File: src/pkg/ucf_pkg.sv
// constants, field layout and carrier types of the usb device configuration register 0
package ucf_pkg;

   ////////////////////////////////////////////////////////////////////////////////
   // register map
   localparam logic [7:0] UCF_CFG0_OFFSET = 8'h80;
   localparam logic [7:0] UCF_CFG1_OFFSET = 8'h84;

   ////////////////////////////////////////////////////////////////////////////////
   // field positions
   localparam int UCF_LPM_BIT     = 30;
   localparam int UCF_SUSP_BIT    = 29;
   localparam int UCF_SPEED_MSB   = 15;
   localparam int UCF_SPEED_LSB   = 13;
   localparam int UCF_TXRST_BIT   = 10;
   localparam int UCF_RXRST_BIT   = 9;
   localparam int UCF_REPLY_BIT   = 6;
   localparam int UCF_BURST_BIT   = 5;
   localparam int UCF_SWAP_BIT    = 4;
   localparam int UCF_WAKE_BIT    = 2;
   localparam int UCF_POWER_BIT   = 1;
   localparam int UCF_NOSTALL_BIT = 0;

   ////////////////////////////////////////////////////////////////////////////////
   // encodings and reset values
   localparam logic [2:0] UCF_SPEED_HIGH  = 3'h0;
   localparam logic [2:0] UCF_SPEED_FULL  = 3'h1;
   localparam logic [2:0] UCF_SPEED_RST   = 3'h0;
   localparam logic       UCF_REPLY_RST   = 1'h0;
   localparam logic       UCF_BURST_RST   = 1'h0;
   localparam logic       UCF_NOSTALL_RST = 1'h0;
   localparam logic       UCF_SC_RST      = 1'h0;
   localparam logic       UCF_POWER_NOMEM = 1'h1;

   ////////////////////////////////////////////////////////////////////////////////
   // carrier types
   typedef struct packed {
      logic link_pm_capable;
      logic suspend_allow;
      logic stored_data_line_swap;
      logic remote_wake_support;
      logic power_mode_select;
   } ucf_flags_t;

   localparam ucf_flags_t UCF_FLAGS_FALLBACK = '{
      link_pm_capable:       1'h1,
      suspend_allow:         1'h1,
      stored_data_line_swap: 1'h0,
      remote_wake_support:   1'h1,
      power_mode_select:     1'h1
   };

   typedef struct packed {
      ucf_flags_t flags;
      logic [2:0] connect_speed_select;
      logic       bulk_in_transmitter_rst;
      logic       bulk_out_receiver_rst;
      logic       empty_bulk_in_reply;
      logic       burst_limit_enable;
      logic       no_stall_on_sync_loss;
   } ucf_cfg_t;

   typedef enum logic [1:0] {
      UCF_BUS_IDLE = 2'h0,
      UCF_BUS_ACK  = 2'h1
   } ucf_bus_state_t;

   // word image of the register; unlisted bits stay zero
   function automatic logic [31:0] ucf_pack(input ucf_cfg_t c);
      logic [31:0] w;
      w = 32'h0000_0000;
      w[UCF_LPM_BIT]                   = c.flags.link_pm_capable;
      w[UCF_SUSP_BIT]                  = c.flags.suspend_allow;
      w[UCF_SPEED_MSB:UCF_SPEED_LSB]   = c.connect_speed_select;
      w[UCF_TXRST_BIT]                 = c.bulk_in_transmitter_rst;
      w[UCF_RXRST_BIT]                 = c.bulk_out_receiver_rst;
      w[UCF_REPLY_BIT]                 = c.empty_bulk_in_reply;
      w[UCF_BURST_BIT]                 = c.burst_limit_enable;
      w[UCF_SWAP_BIT]                  = c.flags.stored_data_line_swap;
      w[UCF_WAKE_BIT]                  = c.flags.remote_wake_support;
      w[UCF_POWER_BIT]                 = c.flags.power_mode_select;
      w[UCF_NOSTALL_BIT]               = c.no_stall_on_sync_loss;
      return w;
   endfunction : ucf_pack

endpackage : ucf_pkg

File: src/hdl/ucf_image_latch.sv
// default image selection and holding for the memory-loaded flags
`timescale 1ns/10ps
module ucf_image_latch (
   input  wire logic          clk,
   input  wire logic          rst_n,
   input  wire logic          load,
   input  wire logic          eeprom_present,
   input  wire logic          otp_programmed,
   input  ucf_pkg::ucf_flags_t eeprom_flags,
   input  ucf_pkg::ucf_flags_t otp_flags,
   output ucf_pkg::ucf_flags_t image,
   output logic               load_done
);
   import ucf_pkg::*;

   ucf_flags_t next_image;

   always_comb begin
      next_image = UCF_FLAGS_FALLBACK;
      if (eeprom_present) begin
         next_image = eeprom_flags;
      end else if (otp_programmed) begin
         next_image = otp_flags;
         next_image.power_mode_select = UCF_POWER_NOMEM;
      end
   end

   // the image is kept so that later bus resets restore the last one loaded
   always_ff @(posedge clk or negedge rst_n) begin
      if (!rst_n) begin
         image <= UCF_FLAGS_FALLBACK;
      end else if (load) begin
         image <= next_image;
      end
   end

   always_ff @(posedge clk or negedge rst_n) begin
      if (!rst_n) begin
         load_done <= 1'b0;
      end else begin
         load_done <= load;
      end
   end
endmodule : ucf_image_latch

File: src/hdl/ucf_rst_sync.sv
// reset release synchroniser
`timescale 1ns/10ps
module ucf_rst_sync (
   input  wire logic clk,
   input  wire logic rst_async_n,
   output logic      rst_n
);
   logic meta_n;

   // assertion is immediate, release waits two edges to avoid metastable exit
   always_ff @(posedge clk or negedge rst_async_n) begin
      if (!rst_async_n) begin
         meta_n <= 1'b0;
         rst_n  <= 1'b0;
      end else begin
         meta_n <= 1'b1;
         rst_n  <= meta_n;
      end
   end
endmodule : ucf_rst_sync

File: src/hdl/ucf_usb_device_config_0.sv
// usb device configuration register 0 with avalon-mm slave and its controls
// How it works
// - bit 30 enables link power management; the capability output follows it
// - bit 29 low keeps the suspend output from asserting; high lets it assert
// - bits 15:13 choose connect speed, 000 high, 001 full, reset 000
// - writing one to bit 10 resets the bulk-in transmitter; self clearing
// - writing one to bit 9 resets the bulk-out receiver; self clearing
// - empty fifo on in token: zero-length reply if bit 6 low, nak if high
// - bit 5 high limits transmit bursts to the burst cap value
// - bit 4 reads the data-line mapping, one means pins swapped
// - bit 2 reports remote wakeup support for device and function features
// - bit 1 reports power mode: zero bus powered, one self powered
// - sync loss stalls bulk-out pipe when bit 0 low, not when high
// - lpm, suspend and wakeup defaults: eeprom, else otp, else one
// - swap default: eeprom, else otp, else zero
// - power mode default: eeprom only, else one; otp ignored
// - usb or lite reset restores memory fields to last loaded image
// - lpm, suspend, speed, wakeup and power fields survive protected resets
// - register at 080h; neighbour at 084h is not part of this block
//
// Local design decision: the Avalon-MM register port.
`timescale 1ns/10ps
module ucf_usb_device_config_0 #(
   parameter int ADDR_W  = 8,
   parameter int BURST_W = 8
) (
   input  wire logic                CLK,
   input  wire logic                RST_B,
   input  wire logic [ADDR_W-1:0]   AVS_ADDRESS,
   input  wire logic                AVS_READ,
   input  wire logic                AVS_WRITE,
   input  wire logic [31:0]         AVS_WRITEDATA,
   input  wire logic [3:0]          AVS_BYTEENABLE,
   output logic      [31:0]         AVS_READDATA,
   output logic                     AVS_WAITREQUEST,
   input  wire logic                EEPROM_PRESENT,
   input  wire logic                OTP_PROGRAMMED,
   input  ucf_pkg::ucf_flags_t      EEPROM_FLAGS,
   input  ucf_pkg::ucf_flags_t      OTP_FLAGS,
   input  wire logic                IMAGE_LOAD,
   input  wire logic                USB_RESET,
   input  wire logic                LITE_SOFT_RESET,
   input  wire logic                RESET_PROTECT,
   input  wire logic                SUSPEND_COND,
   output logic                     SUSPEND_OUT_N,
   output logic                     LINK_PM_CAPABLE,
   output logic      [2:0]          CONNECT_SPEED_SELECT,
   output logic                     CONNECT_FULL_SPEED,
   output logic                     BULK_IN_TRANSMITTER_RESET,
   output logic                     BULK_OUT_RECEIVER_RESET,
   input  wire logic                IN_TOKEN,
   input  wire logic                RX_FIFO_EMPTY,
   output logic                     REPLY_ZLP,
   output logic                     REPLY_NAK,
   input  wire logic [BURST_W-1:0]  BURST_CAP,
   output logic                     BURST_LIMIT_ACTIVE,
   output logic      [BURST_W-1:0]  BURST_LIMIT,
   output logic                     DATA_LINE_SWAP,
   output logic                     REMOTE_WAKE_SUPPORT,
   output logic                     SELF_POWERED,
   input  wire logic                SYNC_LOSS,
   output logic                     STALL_BULK_OUT
);
   import ucf_pkg::*;

   ////////////////////////////////////////////////////////////////////////////////
   // elaboration checks
   if (ADDR_W < 8) begin : g_bad_addr
      $error("ADDR_W must reach the register offset");
   end
   if (BURST_W < 1) begin : g_bad_burst
      $error("BURST_W must be at least one");
   end

   ////////////////////////////////////////////////////////////////////////////////
   // declarations
   logic           rst_n;
   ucf_bus_state_t bus_state;
   ucf_cfg_t       cfg;
   ucf_flags_t     image;
   logic           image_done;
   logic           hit;
   logic           wr_go;
   logic           bus_reset;
   logic           keep;

   function automatic logic is_cfg0(input logic [ADDR_W-1:0] a);
      return a == ADDR_W'(UCF_CFG0_OFFSET);
   endfunction : is_cfg0

   function automatic logic lane(input logic [3:0] be, input int bit_pos);
      return be[bit_pos / 8];
   endfunction : lane

   ////////////////////////////////////////////////////////////////////////////////
   // submodules
   ucf_rst_sync u_rst (
      .clk         (CLK),
      .rst_async_n (RST_B),
      .rst_n       (rst_n)
   );

   ucf_image_latch u_image (
      .clk            (CLK),
      .rst_n          (rst_n),
      .load           (IMAGE_LOAD),
      .eeprom_present (EEPROM_PRESENT),
      .otp_programmed (OTP_PROGRAMMED),
      .eeprom_flags   (EEPROM_FLAGS),
      .otp_flags      (OTP_FLAGS),
      .image          (image),
      .load_done      (image_done)
   );

   ////////////////////////////////////////////////////////////////////////////////
   // avalon slave: one wait state, answer on the second edge of a request
   assign hit       = is_cfg0(AVS_ADDRESS);
   assign wr_go     = (bus_state == UCF_BUS_ACK) && AVS_WRITE && hit;
   assign bus_reset = USB_RESET || LITE_SOFT_RESET;
   assign keep      = bus_reset && RESET_PROTECT;

   always_ff @(posedge CLK or negedge rst_n) begin
      if (!rst_n) begin
         bus_state       <= UCF_BUS_IDLE;
         AVS_WAITREQUEST <= 1'b1;
      end else begin
         case (bus_state)
            UCF_BUS_IDLE: begin
               if (AVS_READ || AVS_WRITE) begin
                  bus_state       <= UCF_BUS_ACK;
                  AVS_WAITREQUEST <= 1'b0;
               end
            end
            UCF_BUS_ACK: begin
               bus_state       <= UCF_BUS_IDLE;
               AVS_WAITREQUEST <= 1'b1;
            end
            default: begin
               bus_state       <= UCF_BUS_IDLE;
               AVS_WAITREQUEST <= 1'b1;
            end
         endcase
      end
   end

   // unmapped addresses, the 084h neighbour included, read as zero
   always_ff @(posedge CLK or negedge rst_n) begin
      if (!rst_n) begin
         AVS_READDATA <= 32'h0000_0000;
      end else if (bus_state == UCF_BUS_IDLE && AVS_READ) begin
         AVS_READDATA <= hit ? ucf_pack(cfg) : 32'h0000_0000;
      end
   end

   ////////////////////////////////////////////////////////////////////////////////
   // memory-loaded flags; image load wins, then bus reset, then software
   always_ff @(posedge CLK or negedge rst_n) begin
      if (!rst_n) begin
         cfg.flags <= UCF_FLAGS_FALLBACK;
      end else if (image_done) begin
         cfg.flags <= image;
      end else if (bus_reset) begin
         cfg.flags.stored_data_line_swap <= image.stored_data_line_swap;
         if (!keep) begin
            cfg.flags.link_pm_capable     <= image.link_pm_capable;
            cfg.flags.suspend_allow       <= image.suspend_allow;
            cfg.flags.remote_wake_support <= image.remote_wake_support;
            cfg.flags.power_mode_select   <= image.power_mode_select;
         end
      end else if (wr_go) begin
         // swap bit is read only, so it is never written here
         if (lane(AVS_BYTEENABLE, UCF_LPM_BIT)) begin
            cfg.flags.link_pm_capable <= AVS_WRITEDATA[UCF_LPM_BIT];
            cfg.flags.suspend_allow   <= AVS_WRITEDATA[UCF_SUSP_BIT];
         end
         if (lane(AVS_BYTEENABLE, UCF_WAKE_BIT)) begin
            cfg.flags.remote_wake_support <= AVS_WRITEDATA[UCF_WAKE_BIT];
            cfg.flags.power_mode_select   <= AVS_WRITEDATA[UCF_POWER_BIT];
         end
      end
   end

   ////////////////////////////////////////////////////////////////////////////////
   // connect speed, protected like the memory flags
   always_ff @(posedge CLK or negedge rst_n) begin
      if (!rst_n) begin
         cfg.connect_speed_select <= UCF_SPEED_RST;
      end else if (bus_reset) begin
         if (!keep) begin
            cfg.connect_speed_select <= UCF_SPEED_RST;
         end
      end else if (wr_go && lane(AVS_BYTEENABLE, UCF_SPEED_LSB)) begin
         cfg.connect_speed_select <= AVS_WRITEDATA[UCF_SPEED_MSB:UCF_SPEED_LSB];
      end
   end

   ////////////////////////////////////////////////////////////////////////////////
   // unprotected controls always return to defaults on a bus reset
   always_ff @(posedge CLK or negedge rst_n) begin
      if (!rst_n) begin
         cfg.empty_bulk_in_reply   <= UCF_REPLY_RST;
         cfg.burst_limit_enable    <= UCF_BURST_RST;
         cfg.no_stall_on_sync_loss <= UCF_NOSTALL_RST;
      end else if (bus_reset) begin
         cfg.empty_bulk_in_reply   <= UCF_REPLY_RST;
         cfg.burst_limit_enable    <= UCF_BURST_RST;
         cfg.no_stall_on_sync_loss <= UCF_NOSTALL_RST;
      end else if (wr_go && lane(AVS_BYTEENABLE, UCF_REPLY_BIT)) begin
         cfg.empty_bulk_in_reply   <= AVS_WRITEDATA[UCF_REPLY_BIT];
         cfg.burst_limit_enable    <= AVS_WRITEDATA[UCF_BURST_BIT];
         cfg.no_stall_on_sync_loss <= AVS_WRITEDATA[UCF_NOSTALL_BIT];
      end
   end

   ////////////////////////////////////////////////////////////////////////////////
   // self-clearing reset bits: high for exactly the cycle after the write
   always_ff @(posedge CLK or negedge rst_n) begin
      if (!rst_n) begin
         cfg.bulk_in_transmitter_rst <= UCF_SC_RST;
         cfg.bulk_out_receiver_rst   <= UCF_SC_RST;
      end else begin
         cfg.bulk_in_transmitter_rst <= wr_go && lane(AVS_BYTEENABLE, UCF_TXRST_BIT)
                                        && AVS_WRITEDATA[UCF_TXRST_BIT];
         cfg.bulk_out_receiver_rst   <= wr_go && lane(AVS_BYTEENABLE, UCF_RXRST_BIT)
                                        && AVS_WRITEDATA[UCF_RXRST_BIT];
      end
   end

   assign BULK_IN_TRANSMITTER_RESET = cfg.bulk_in_transmitter_rst;
   assign BULK_OUT_RECEIVER_RESET   = cfg.bulk_out_receiver_rst;

   ////////////////////////////////////////////////////////////////////////////////
   // level controls toward the usb core, one cycle behind the register
   always_ff @(posedge CLK or negedge rst_n) begin
      if (!rst_n) begin
         SUSPEND_OUT_N        <= 1'b1;
         LINK_PM_CAPABLE      <= 1'b0;
         CONNECT_SPEED_SELECT <= UCF_SPEED_RST;
         CONNECT_FULL_SPEED   <= 1'b0;
         DATA_LINE_SWAP       <= 1'b0;
         REMOTE_WAKE_SUPPORT  <= 1'b0;
         SELF_POWERED         <= 1'b0;
      end else begin
         SUSPEND_OUT_N        <= !(SUSPEND_COND && cfg.flags.suspend_allow);
         LINK_PM_CAPABLE      <= cfg.flags.link_pm_capable;
         CONNECT_SPEED_SELECT <= cfg.connect_speed_select;
         CONNECT_FULL_SPEED   <= cfg.connect_speed_select == UCF_SPEED_FULL;
         DATA_LINE_SWAP       <= cfg.flags.stored_data_line_swap;
         REMOTE_WAKE_SUPPORT  <= cfg.flags.remote_wake_support;
         SELF_POWERED         <= cfg.flags.power_mode_select;
      end
   end

   ////////////////////////////////////////////////////////////////////////////////
   // empty-fifo reply choice, one pulse per in token
   always_ff @(posedge CLK or negedge rst_n) begin
      if (!rst_n) begin
         REPLY_ZLP <= 1'b0;
         REPLY_NAK <= 1'b0;
      end else begin
         REPLY_ZLP <= IN_TOKEN && RX_FIFO_EMPTY && !cfg.empty_bulk_in_reply;
         REPLY_NAK <= IN_TOKEN && RX_FIFO_EMPTY &&  cfg.empty_bulk_in_reply;
      end
   end

   ////////////////////////////////////////////////////////////////////////////////
   // burst limit: zero means no limit, so the cap is only passed when enabled
   always_ff @(posedge CLK or negedge rst_n) begin
      if (!rst_n) begin
         BURST_LIMIT_ACTIVE <= 1'b0;
         BURST_LIMIT        <= '0;
      end else begin
         BURST_LIMIT_ACTIVE <= cfg.burst_limit_enable;
         BURST_LIMIT        <= cfg.burst_limit_enable ? BURST_CAP : '0;
      end
   end

   ////////////////////////////////////////////////////////////////////////////////
   // bulk-out stall on sync loss
   always_ff @(posedge CLK or negedge rst_n) begin
      if (!rst_n) begin
         STALL_BULK_OUT <= 1'b0;
      end else begin
         STALL_BULK_OUT <= SYNC_LOSS && !cfg.no_stall_on_sync_loss;
      end
   end

endmodule : ucf_usb_device_config_0

File: config.mk
export PLATFORM = sky130hd
export DESIGN_NAME = ucf_usb_device_config_0
export DESIGN_NICKNAME = d
export VERILOG_FILES = /design/src/pkg/ucf_pkg.sv /design/src/hdl/ucf_image_latch.sv /design/src/hdl/ucf_rst_sync.sv /design/src/hdl/ucf_usb_device_config_0.sv
export SDC_FILE = /design/constraint.sdc
export NUM_CORES = 1
export LEC_CHECK = 0
export BUFFER_PORTS_ARGS = -buffer_cell sky130_fd_sc_hd__buf_4
export CORE_ASPECT_RATIO = 2
export CORE_UTILIZATION = 39
export CTS_CLUSTER_DIAMETER = 150
export CTS_CLUSTER_SIZE = 14
export DETAILED_ROUTE_END_ITERATION = 6
export GPL_TIMING_DRIVEN = 0
export PLACE_DENSITY = 0.82
export SLEW_MARGIN = 30
export SYNTH_ARGS = -nofsm -noshare
export SYNTH_HDL_FRONTEND = slang
export SYNTH_SLANG_ARGS = --single-unit
File: constraint.sdc
create_clock -name CLK -period 1.7 [get_ports CLK]
set_input_delay 0.255 -clock CLK [delete_from_list [all_inputs] [get_ports CLK]]
set_output_delay 0.255 -clock CLK [all_outputs]
set_load 0.01 [all_outputs]
==> impl_metrics.toml, run 1 <==
[outcome]
outcome = "finished clean"

[critical_path]
r2r-end = "cfg[12]"
critPathMaxFanout = 5
required_ps = 1950
path_depth = 3
r2r_slack_ps = 150
worstRegToRegCells = 3
startpoint_type = "flip-flop"
worstPathCellList = "nor4bb_1 > a311o_2 > mux2_1"
crit_path_end_kind = "flip-flop"
worstSetupPathType = "flip-flop to flip-flop"
cp_num_buf_inv = 0
cpPeakStageDelay_ps = 450
slowest_stage = "nor4bb_1"
reg2reg_from = "bus_state[0]"
cp_top_family = "simple AND/OR/NAND/NOR gates"
crit_arrival_ps = 1810

[place]
hpwl_mm = 4.007
io_buffers = 90
place_area_um2 = 3104
gp_congestion = 0.7833

[logic_synthesis]
synth_top_area_share_pct = 51.99
synth_ff_type = "dfrtp_1"
synth_area_leaders = "dfrtp_1 52%, dfstp_2 12%, buf_4 6.6%"
syn-instance-count = 176
ys.warnings.count = 0
async_flop_share_pct = 100.0
synth.distinct_cells = 32
synth_edf_count = 0
synth_area_per_cell_um2 = 12.85
synth-seq-cells = 57
ys_seq_area_share_pct = 63.61
syn_area_um2 = 2262
synth_top_area_cell = "dfrtp_1"

[grt]
overflow = 0
grt_pass1_vias = 1763
grt_pass1_wl_mm = 8.231
grt_use_total_pct = 18.34
grt_max_degree = 40
grt_antenna_before_repair = 0

[sta]
min_period_ps = 1554
relSlewSlack_pct = 63.75
setup_tns_ps = 0
finClkSkew_ps = 4.652
fin_hold_ws_ps = 43.06
slew_viol_final = 0
setup_viol = 0
timing.final.crit_share_pct = 91.43
worstMarginPinSlew_ps = 543.8
rsz0062_at_grt = "no"
max_freq_mhz = 643.4
final_hold_viol_count = 0

[clock_tree]
insertion_delay_ps = 330
cts_resized = 0
clk_pin_slew_ps = 60
htree_levels = 3
cts_root_buf = "clkbuf_8"
cts_buffer_depth = 2
numCtsBuffers = 9
cts_tree = "built"
cts.sinks = 57

[final_layout]
fin_nets = 373
stdcell_area_um2 = 3284
n_antenna_cell = 0
layout-drive-gt1-share_pct = 48.01
fin_util_pct = 59.55
area_delta_synth_final_pct = 45.19

[routing]
vias_per_cell = 4.666
wl_met3_um = 341
drcViolationCount = 0
drt-total-wl_mm = 5.160
vias = 1689
wl_met2_mm = 2.913
drt-met1-wl_mm = 1.781
drtPass1Iterations = 4
routed.top_layer = "met4"
wl_per_cell_um = 14.25
final_antenna_net_count = 0
drt_iter0_markers = 25

[floorplanning]
io_pins = 132
start_util_pct = 41.02
row_count = 38
die_h_um = 109.7
core-area_um2 = 5515
dieArea_um2 = 6128
fp.dieW_um = 55.86

[hold_path]
hold_end = "u_image.load_done"
hold_path.class = "input pin to flip-flop"
holdPathStages = 1
hp-start = "IMAGE_LOAD"

[pwr]
max-vdd-ir-drop_mv = 0.6042
powerDensity_nw_per_um2 = 883.7
p_leak_uw = 0.001731

[job]
drv_cap = 0
==> layer usage <==
metal / vias to the layer above / GRT usage [%]
met3: 11 / 5.176
li1: 812 / -
met4: 0 / 12.20
met5: - / 0
met2: 76 / 33.30
met1: 790 / 17.85
==> layout make-up <==
type	count	area, µm²
plain buffers	22	157.7
clock buffers	16	170.2
fillers	461	2231
inverters	6	22.52
multi-input cells	109	710.7
flip-flops and latches	57	1443
well taps	60	75.07
repair buffers	92	705.7
==> synth_stat cells (all sizes together) (3+ instances only) <==
cell type  number
nor2            9
mux2i           3
dfstp          10
inv             6
and2           10
nor3            4
buf            20
o21ai          13
dfrtp          47
a22o           13
mux2            8
nand2          10
==> per-stage QoR <==
| stage | total power (µW) | setup slack [ps] | std cells |
|---|---|---|---|
| after global placement | 1817 | -494.7 | 344 |
| after CTS | 2934 | 162.5 | 362 |
| after floorplan | 1647 | 13.07 | 194 |
| after global routing | 3045 | 36.22 | 362 |
| after detailed placement | 1834 | 92.04 | 345 |
| final | 2902 | 145.7 | 362 |
==> layout by cell type (no fill, tap or decap), types with 4 or more instances in the layout <==
| cell | instances |
|---|---|
| dfrtp_1 | 46 |
| a22o_1 | 13 |
| nor2_1 | 8 |
| clkbuf_8 | 11 |
| mux2_2 | 4 |
| mux2_1 | 4 |
| and2_1 | 9 |
| o21ai_0 | 13 |
| conb_1 | 20 |
| nand2_1 | 10 |
| buf_4 | 110 |
| inv_1 | 6 |
| dfstp_2 | 10 |
| clkbuf_1 | 7 |
==> report_power, final <==
part	internal, µW	switching (µW)
sequential	1440	40.0
combinational	185	143
clock	612	480
total	2240	663
==> worst max-delay path by stage <==
stage                                 start         endpoint
after floorplan                 u_rst.rst_n  AVS_READDATA[0]
after global placement          u_rst.rst_n     bus_state[0]
after detailed placement    LITE_SOFT_RESET          cfg[11]
after CTS                 u_image.load_done          cfg[11]
after global routing      u_image.load_done           cfg[8]
final                          bus_state[0]          cfg[12]
==> what timing repair did <==
action | 4_1_cts | 5_1_grt
endpoints found under the hold margin | 2 | 0
setup buffers | 0 | 0
hold buffers | 1 | 0
==> state kept, by name (all words and copies together) (netlist names), 3 cells and up <==
signal,cells
cfg,11
AVS_READDATA,13
CONNECT_SPEED_SELECT,3
u_image.image,5
BURST_LIMIT,8
==> logic make-up after synthesis <==
logic type / count (synthesis) / share of synthesized area, %
AO/OA/AOI/OAI: 33 / 10.45
buffers and inverters: 28 / 7.964
flip-flops: 57 / 63.61
multiplexers: 11 / 5.310
other: 2 / 0.3320
AND/OR/NAND/NOR: 45 / 12.33
Power figures use the tool's default switching activity.
==> inputs of run 2 (changes only) <==
CORE_MARGIN = 5   (was unset)
CORE_UTILIZATION = 40   (was 39)
CTS_BUF_LIST = sky130_fd_sc_hd__clkbuf_4   (was unset)
PLACE_DENSITY = 0.83   (was 0.82)
==> run 2 against run 1 <==
Clock power is 24% lower; count of clock-buffer cells in the layout is 2 lower; maximum frequency is 0.98% higher; non-clock buffer count is 2 higher; total power is 9.0% lower; critical path type unchanged; largest cell class unchanged.
==> impl_metrics.toml, run 2 (same netlist as run 1, synthesis figures left out) <==
[grt]
overflow = 0
grtUsageMet3_pct = 7.507
grt_use_met2_pct = 26.66
grt-busiest-layer = "met2"
grt_antenna_before_repair = 0
grt_pass1_vias = 1867
grt_max_degree = 50
use_met1_pct = 16.19
grt_use_total_pct = 15.66
grt_pass1_wl_mm = 8.790

[place]
gp_congestion = 0.7477
io_buffers = 90
hpwl_mm = 4.223

[sta]
fin_hold_ws_ps = 67.81
min_period_ps = 1539
setup_viol = 0
timing.final.crit_share_pct = 90.54
final_hold_viol_count = 0
finClkSkew_ps = 13.05
rsz0062_at_grt = "no"
max_freq_mhz = 649.7
slew_viol_final = 0

[final_layout]
final_common_cell = "buf_4"
multi_input_area_um2 = 710.7
fin_util_pct = 59.54
num-fill-cells = 455
seq_area_um2 = 1443
n_antenna_cell = 0
regMostFlops = "AVS_READDATA"
reg.largest.list = "AVS_READDATA x13, cfg x11, BURST_LIMIT x8"
final_cell_mix = "110 x buf_4, 46 x dfrtp_1, 20 x conb_1, 14 x clkbuf_4"
area_delta_synth_final_pct = 43.92
fin_nets = 375
largest_reg_flops = 13
layout-drive-gt1-share_pct = 49.01

[floorplanning]
fp.dieW_um = 63.18
start_util_pct = 41.37
io_pins = 132
row_count = 38
dieArea_um2 = 7350
die_h_um = 116.4
core-area_um2 = 5468

[pwr]
p_leak_uw = 0.001728
max-vdd-ir-drop_mv = 0.5114
power_uw = 2641
powerDensity_nw_per_um2 = 811.4

[critical_path]
path_depth = 3
cp_top_family = "multiplexers"
startpoint_type = "flip-flop"
required_ps = 2010
cp_num_buf_inv = 0
worstSetupPathType = "flip-flop to flip-flop"
cpPeakStageDelay_ps = 410
crit_path_end_kind = "flip-flop"
worstRegToRegCells = 3
critPathMaxFanout = 7
slowest_stage = "dfrtp_1"
crit_arrival_ps = 1850
worstPathCellList = "nor3_2 > mux2_2 > mux2_1"

[clock_tree]
htree_levels = 3
cts_tree = "built"
cts.sinks = 57
clk_pin_slew_ps = 90
cts_buffer_depth = 2
numCtsBuffers = 9
cts_root_buf = "clkbuf_4"
insertion_delay_ps = 390
cts_resized = 0

[routing]
wl_per_cell_um = 14.66
drtPass1Iterations = 4
drcViolationCount = 0
drt_iter0_markers = 45
vias_per_cell = 4.646
final_antenna_net_count = 0
drt-total-wl_mm = 5.335
vias = 1691

[outcome]
outcome = "finished clean"

[job]
drv_cap = 0

[hold_path]
hold_path.class = "input pin to flip-flop"
holdPathStages = 2
run 2: cell type report:
class                   count  share of cell area [%]
plain buffers              22                   4.842
multi-input cells         109                   21.83
well taps                  60                   2.306
clock buffers              14                   3.228
clock inverters             2                  0.2690
flip-flops and latches     57                   44.31
inverters                   6                  0.6918
repair buffers             94                   22.52
run 2: power by group:
part	switching [µW]	internal (µW)
Clock	449	378
Sequential	37.7	1440
Combinational	147	190
Total	634	2010
run 2: layer usage:
layer	vias up	wire length (µm)
li1	818	-
met2	79	2914
met3	9	505
met4	0	85
met1	785	1830
met5	-	0
run 2: per-stage QoR:
step                      setup WS [ps]  TNS [ps]  std cells  area (µm²)
after floorplan                   13.07         0        194        2330
after global placement           -496.5    -22400        344        3080
after detailed placement          69.64         0        345        3112
after CTS                         129.8         0        364        3256
after global routing              61.92         0        364        3256
final                             160.8         0        364        3256
run 2: final timing paths:
path	startpoint	endpoint	slack, ps
max	u_image.load_done	cfg[8]	160
min	BURST_CAP[3]	BURST_LIMIT[3]	70
max reg2reg	u_image.load_done	cfg[8]	160
min reg2reg	u_rst.rst_n	BURST_LIMIT[6]	130
max in group asynchronous	u_rst.rst_n	AVS_WAITREQUEST	1040
min in group asynchronous	u_rst.rst_n	BURST_LIMIT[6]	130
run 2: what timing repair did:
item	CTS	global route
hold buffers	3	0
hold endpoints to repair	4	0
setup buffers	0	0
==> inputs of run 3 (changes only) <==
clock period = 1.3 ns   (was 1.7 ns; I/O delays follow)
==> run 3 against run 2 <==
The flow now finishes with violations (negative setup slack); utilization increased by 5.5 points; setup slack got worse by 180 ps; wire length increased by 8.4%; clock skew decreased by 2.9 ps; register-to-register slack got worse by 180 ps; via count increased by 6.6%.
==> impl_metrics.toml, run 3 (same netlist as run 1, synthesis figures left out) <==
[critical_path]
crit_path_end_kind = "flip-flop"
cpPeakStageDelay_ps = 390
worstPathCellList = "nor4bb_4 > a311o_2 > mux2_4"
slowest_stage = "dfrtp_1"
worstSetupPathType = "flip-flop to flip-flop"
crit_arrival_ps = 1670
critPathMaxFanout = 4
required_ps = 1640
r2r_slack_ps = -20
r2r-end = "cfg[8]"
startpoint_type = "flip-flop"
reg2reg_from = "bus_state[0]"
worstRegToRegCells = 3

[clock_tree]
cts_root_buf = "clkbuf_4"
clk_pin_slew_ps = 90
cts_tree = "built"
numCtsBuffers = 9
htree_levels = 3
insertion_delay_ps = 410
cts.sinks = 57
cts_buffer_depth = 2

[final_layout]
stdcell_area_um2 = 3558
area_delta_synth_final_pct = 57.30
n_antenna_cell = 0
layout-drive-gt1-share_pct = 49.54
final_common_cell = "buf_4"
fin_util_pct = 65.08
largest_reg_flops = 13
regMostFlops = "AVS_READDATA"
num-fill-cells = 416
final_cell_mix = "114 x buf_4, 46 x dfrtp_1, 20 x conb_1, 20 x dlygate4sd3_1"
reg.largest.list = "AVS_READDATA x13, cfg x11, BURST_LIMIT x8"
fin_nets = 396

[place]
place_area_um2 = 3105
hpwl_mm = 4.257
gp_congestion = 0.7777
io_buffers = 90

[grt]
grt_max_degree = 56
grt_use_total_pct = 17.15
grt_antenna_before_repair = 0
grt_pass1_vias = 2012
grt_pass1_wl_mm = 9.473
overflow = 0

[routing]
drcViolationCount = 0
final_antenna_net_count = 0
vias = 1803
wl_per_cell_um = 15.02
drt_iter0_markers = 47
drt-total-wl_mm = 5.784
vias_per_cell = 4.683
drtPass1Iterations = 4

[pwr]
pwr-share-clk_pct = 39.7
powerDensity_nw_per_um2 = 1149
pwr-share-comb_pct = 12.4
max-vdd-ir-drop_mv = 1.150
seq_power_share_pct = 48.0
p_leak_uw = 0.001883
swShare_pct = 22.74
switching_power_uw = 930.3
cellInternalPower_uw = 3160
power_uw = 4090

[sta]
finClkSkew_ps = 10.12
fin_hold_ws_ps = 30.54
worstMarginPinSlew_ps = 685.8
final_hold_viol_count = 0
fin_ws_ps = -22.46
setup_viol = 4
setup_tns_ps = -69.51
rsz0062_at_grt = "yes"
slew_viol_final = 0
max_freq_mhz = 756.2
relSlewSlack_pct = 54.28
min_period_ps = 1322
timing.final.crit_share_pct = 101.7

[floorplanning]
dieArea_um2 = 7350
row_count = 38
io_pins = 132
start_util_pct = 41.37
die_h_um = 116.4
fp.dieW_um = 63.18
core-area_um2 = 5468

[hold_path]
hold_path.class = "input pin to flip-flop"
hp-start = "AVS_READ"
holdPathStages = 3
hold_end = "bus_state[0]"

[outcome]
violations = "negative setup slack"
outcome = "finished with violations"

[job]
drv_cap = 0
==> run 3: worst max-delay path by stage <==
stage	from	to	slack, ps	cells after the start
6_report	bus_state[0]	cfg[8]	-20	3
3_3_place_gp	AVS_ADDRESS[1]	AVS_READDATA[4]	-150	6
3_5_place_dp	AVS_ADDRESS[5]	cfg[12]	-170	5
4_1_cts	u_image.load_done	cfg[8]	-40	3
2_1_floorplan	u_image.load_done	cfg[8]	-20	3
5_1_grt	bus_state[0]	cfg[11]	-100	3
==> run 3: area by class of cell <==
cell class              count  area, µm²  share of cell area (%)
well taps                  60      75.07                   2.110
plain buffers              22      161.4                   4.536
clock buffers               9      67.56                   1.899
inverters                   6      22.52                  0.6329
clock inverters             7      108.9                   3.059
flip-flops and latches     57       1443                   40.54
repair buffers            115      920.9                   25.88
multi-input cells         109      759.5                   21.34
==> run 3: worst max-delay path: cells and delay by family, from the launching register on <==
kind | cells | cell delay (ps)
DFF | 1 | 390
AOI/OAI and AO/OA | 1 | 270
and+or+nand+nor | 1 | 290
muxes | 1 | 300
==> run 3: stage by stage <==
step | std cells | worst slack (ps)
finish | 385 | -22.46
global route | 385 | -97.99
CTS | 384 | -39.23
detailed placement | 344 | -168.6
global placement | 344 | -150.4
floorplan | 194 | -21.90
==> run 3: per-layer routing <==
layer  routed length (µm)  part of all wire [%]  global-route usage [%]
met5                    0                     0                       0
met1                 1929                    33                   16.65
met3                  481                   8.3                   6.641
met2                 3153                    55                   29.88
met4                  220                   3.8                   11.10
==> run 3: timing repair <==
| item | CTS | global route |
|---|---|---|
| gates resized for setup | 9 | 4 |
| endpoints found under the setup margin | 14 | 23 |
| setup buffers | 4 | 1 |
| hold endpoints to repair | 20 | 0 |
| pin swaps | 4 | 2 |
| hold buffers | 20 | 0 |
==> run 3: power groups by stage <==
stage	logic [µW]	clock network [µW]	registers [µW]
detailed placement	405	0	2000
global placement	396	0	1990
global route	550	1730	1980
finish	506	1620	1960
CTS	492	1670	1960
floorplan	173	0	1990
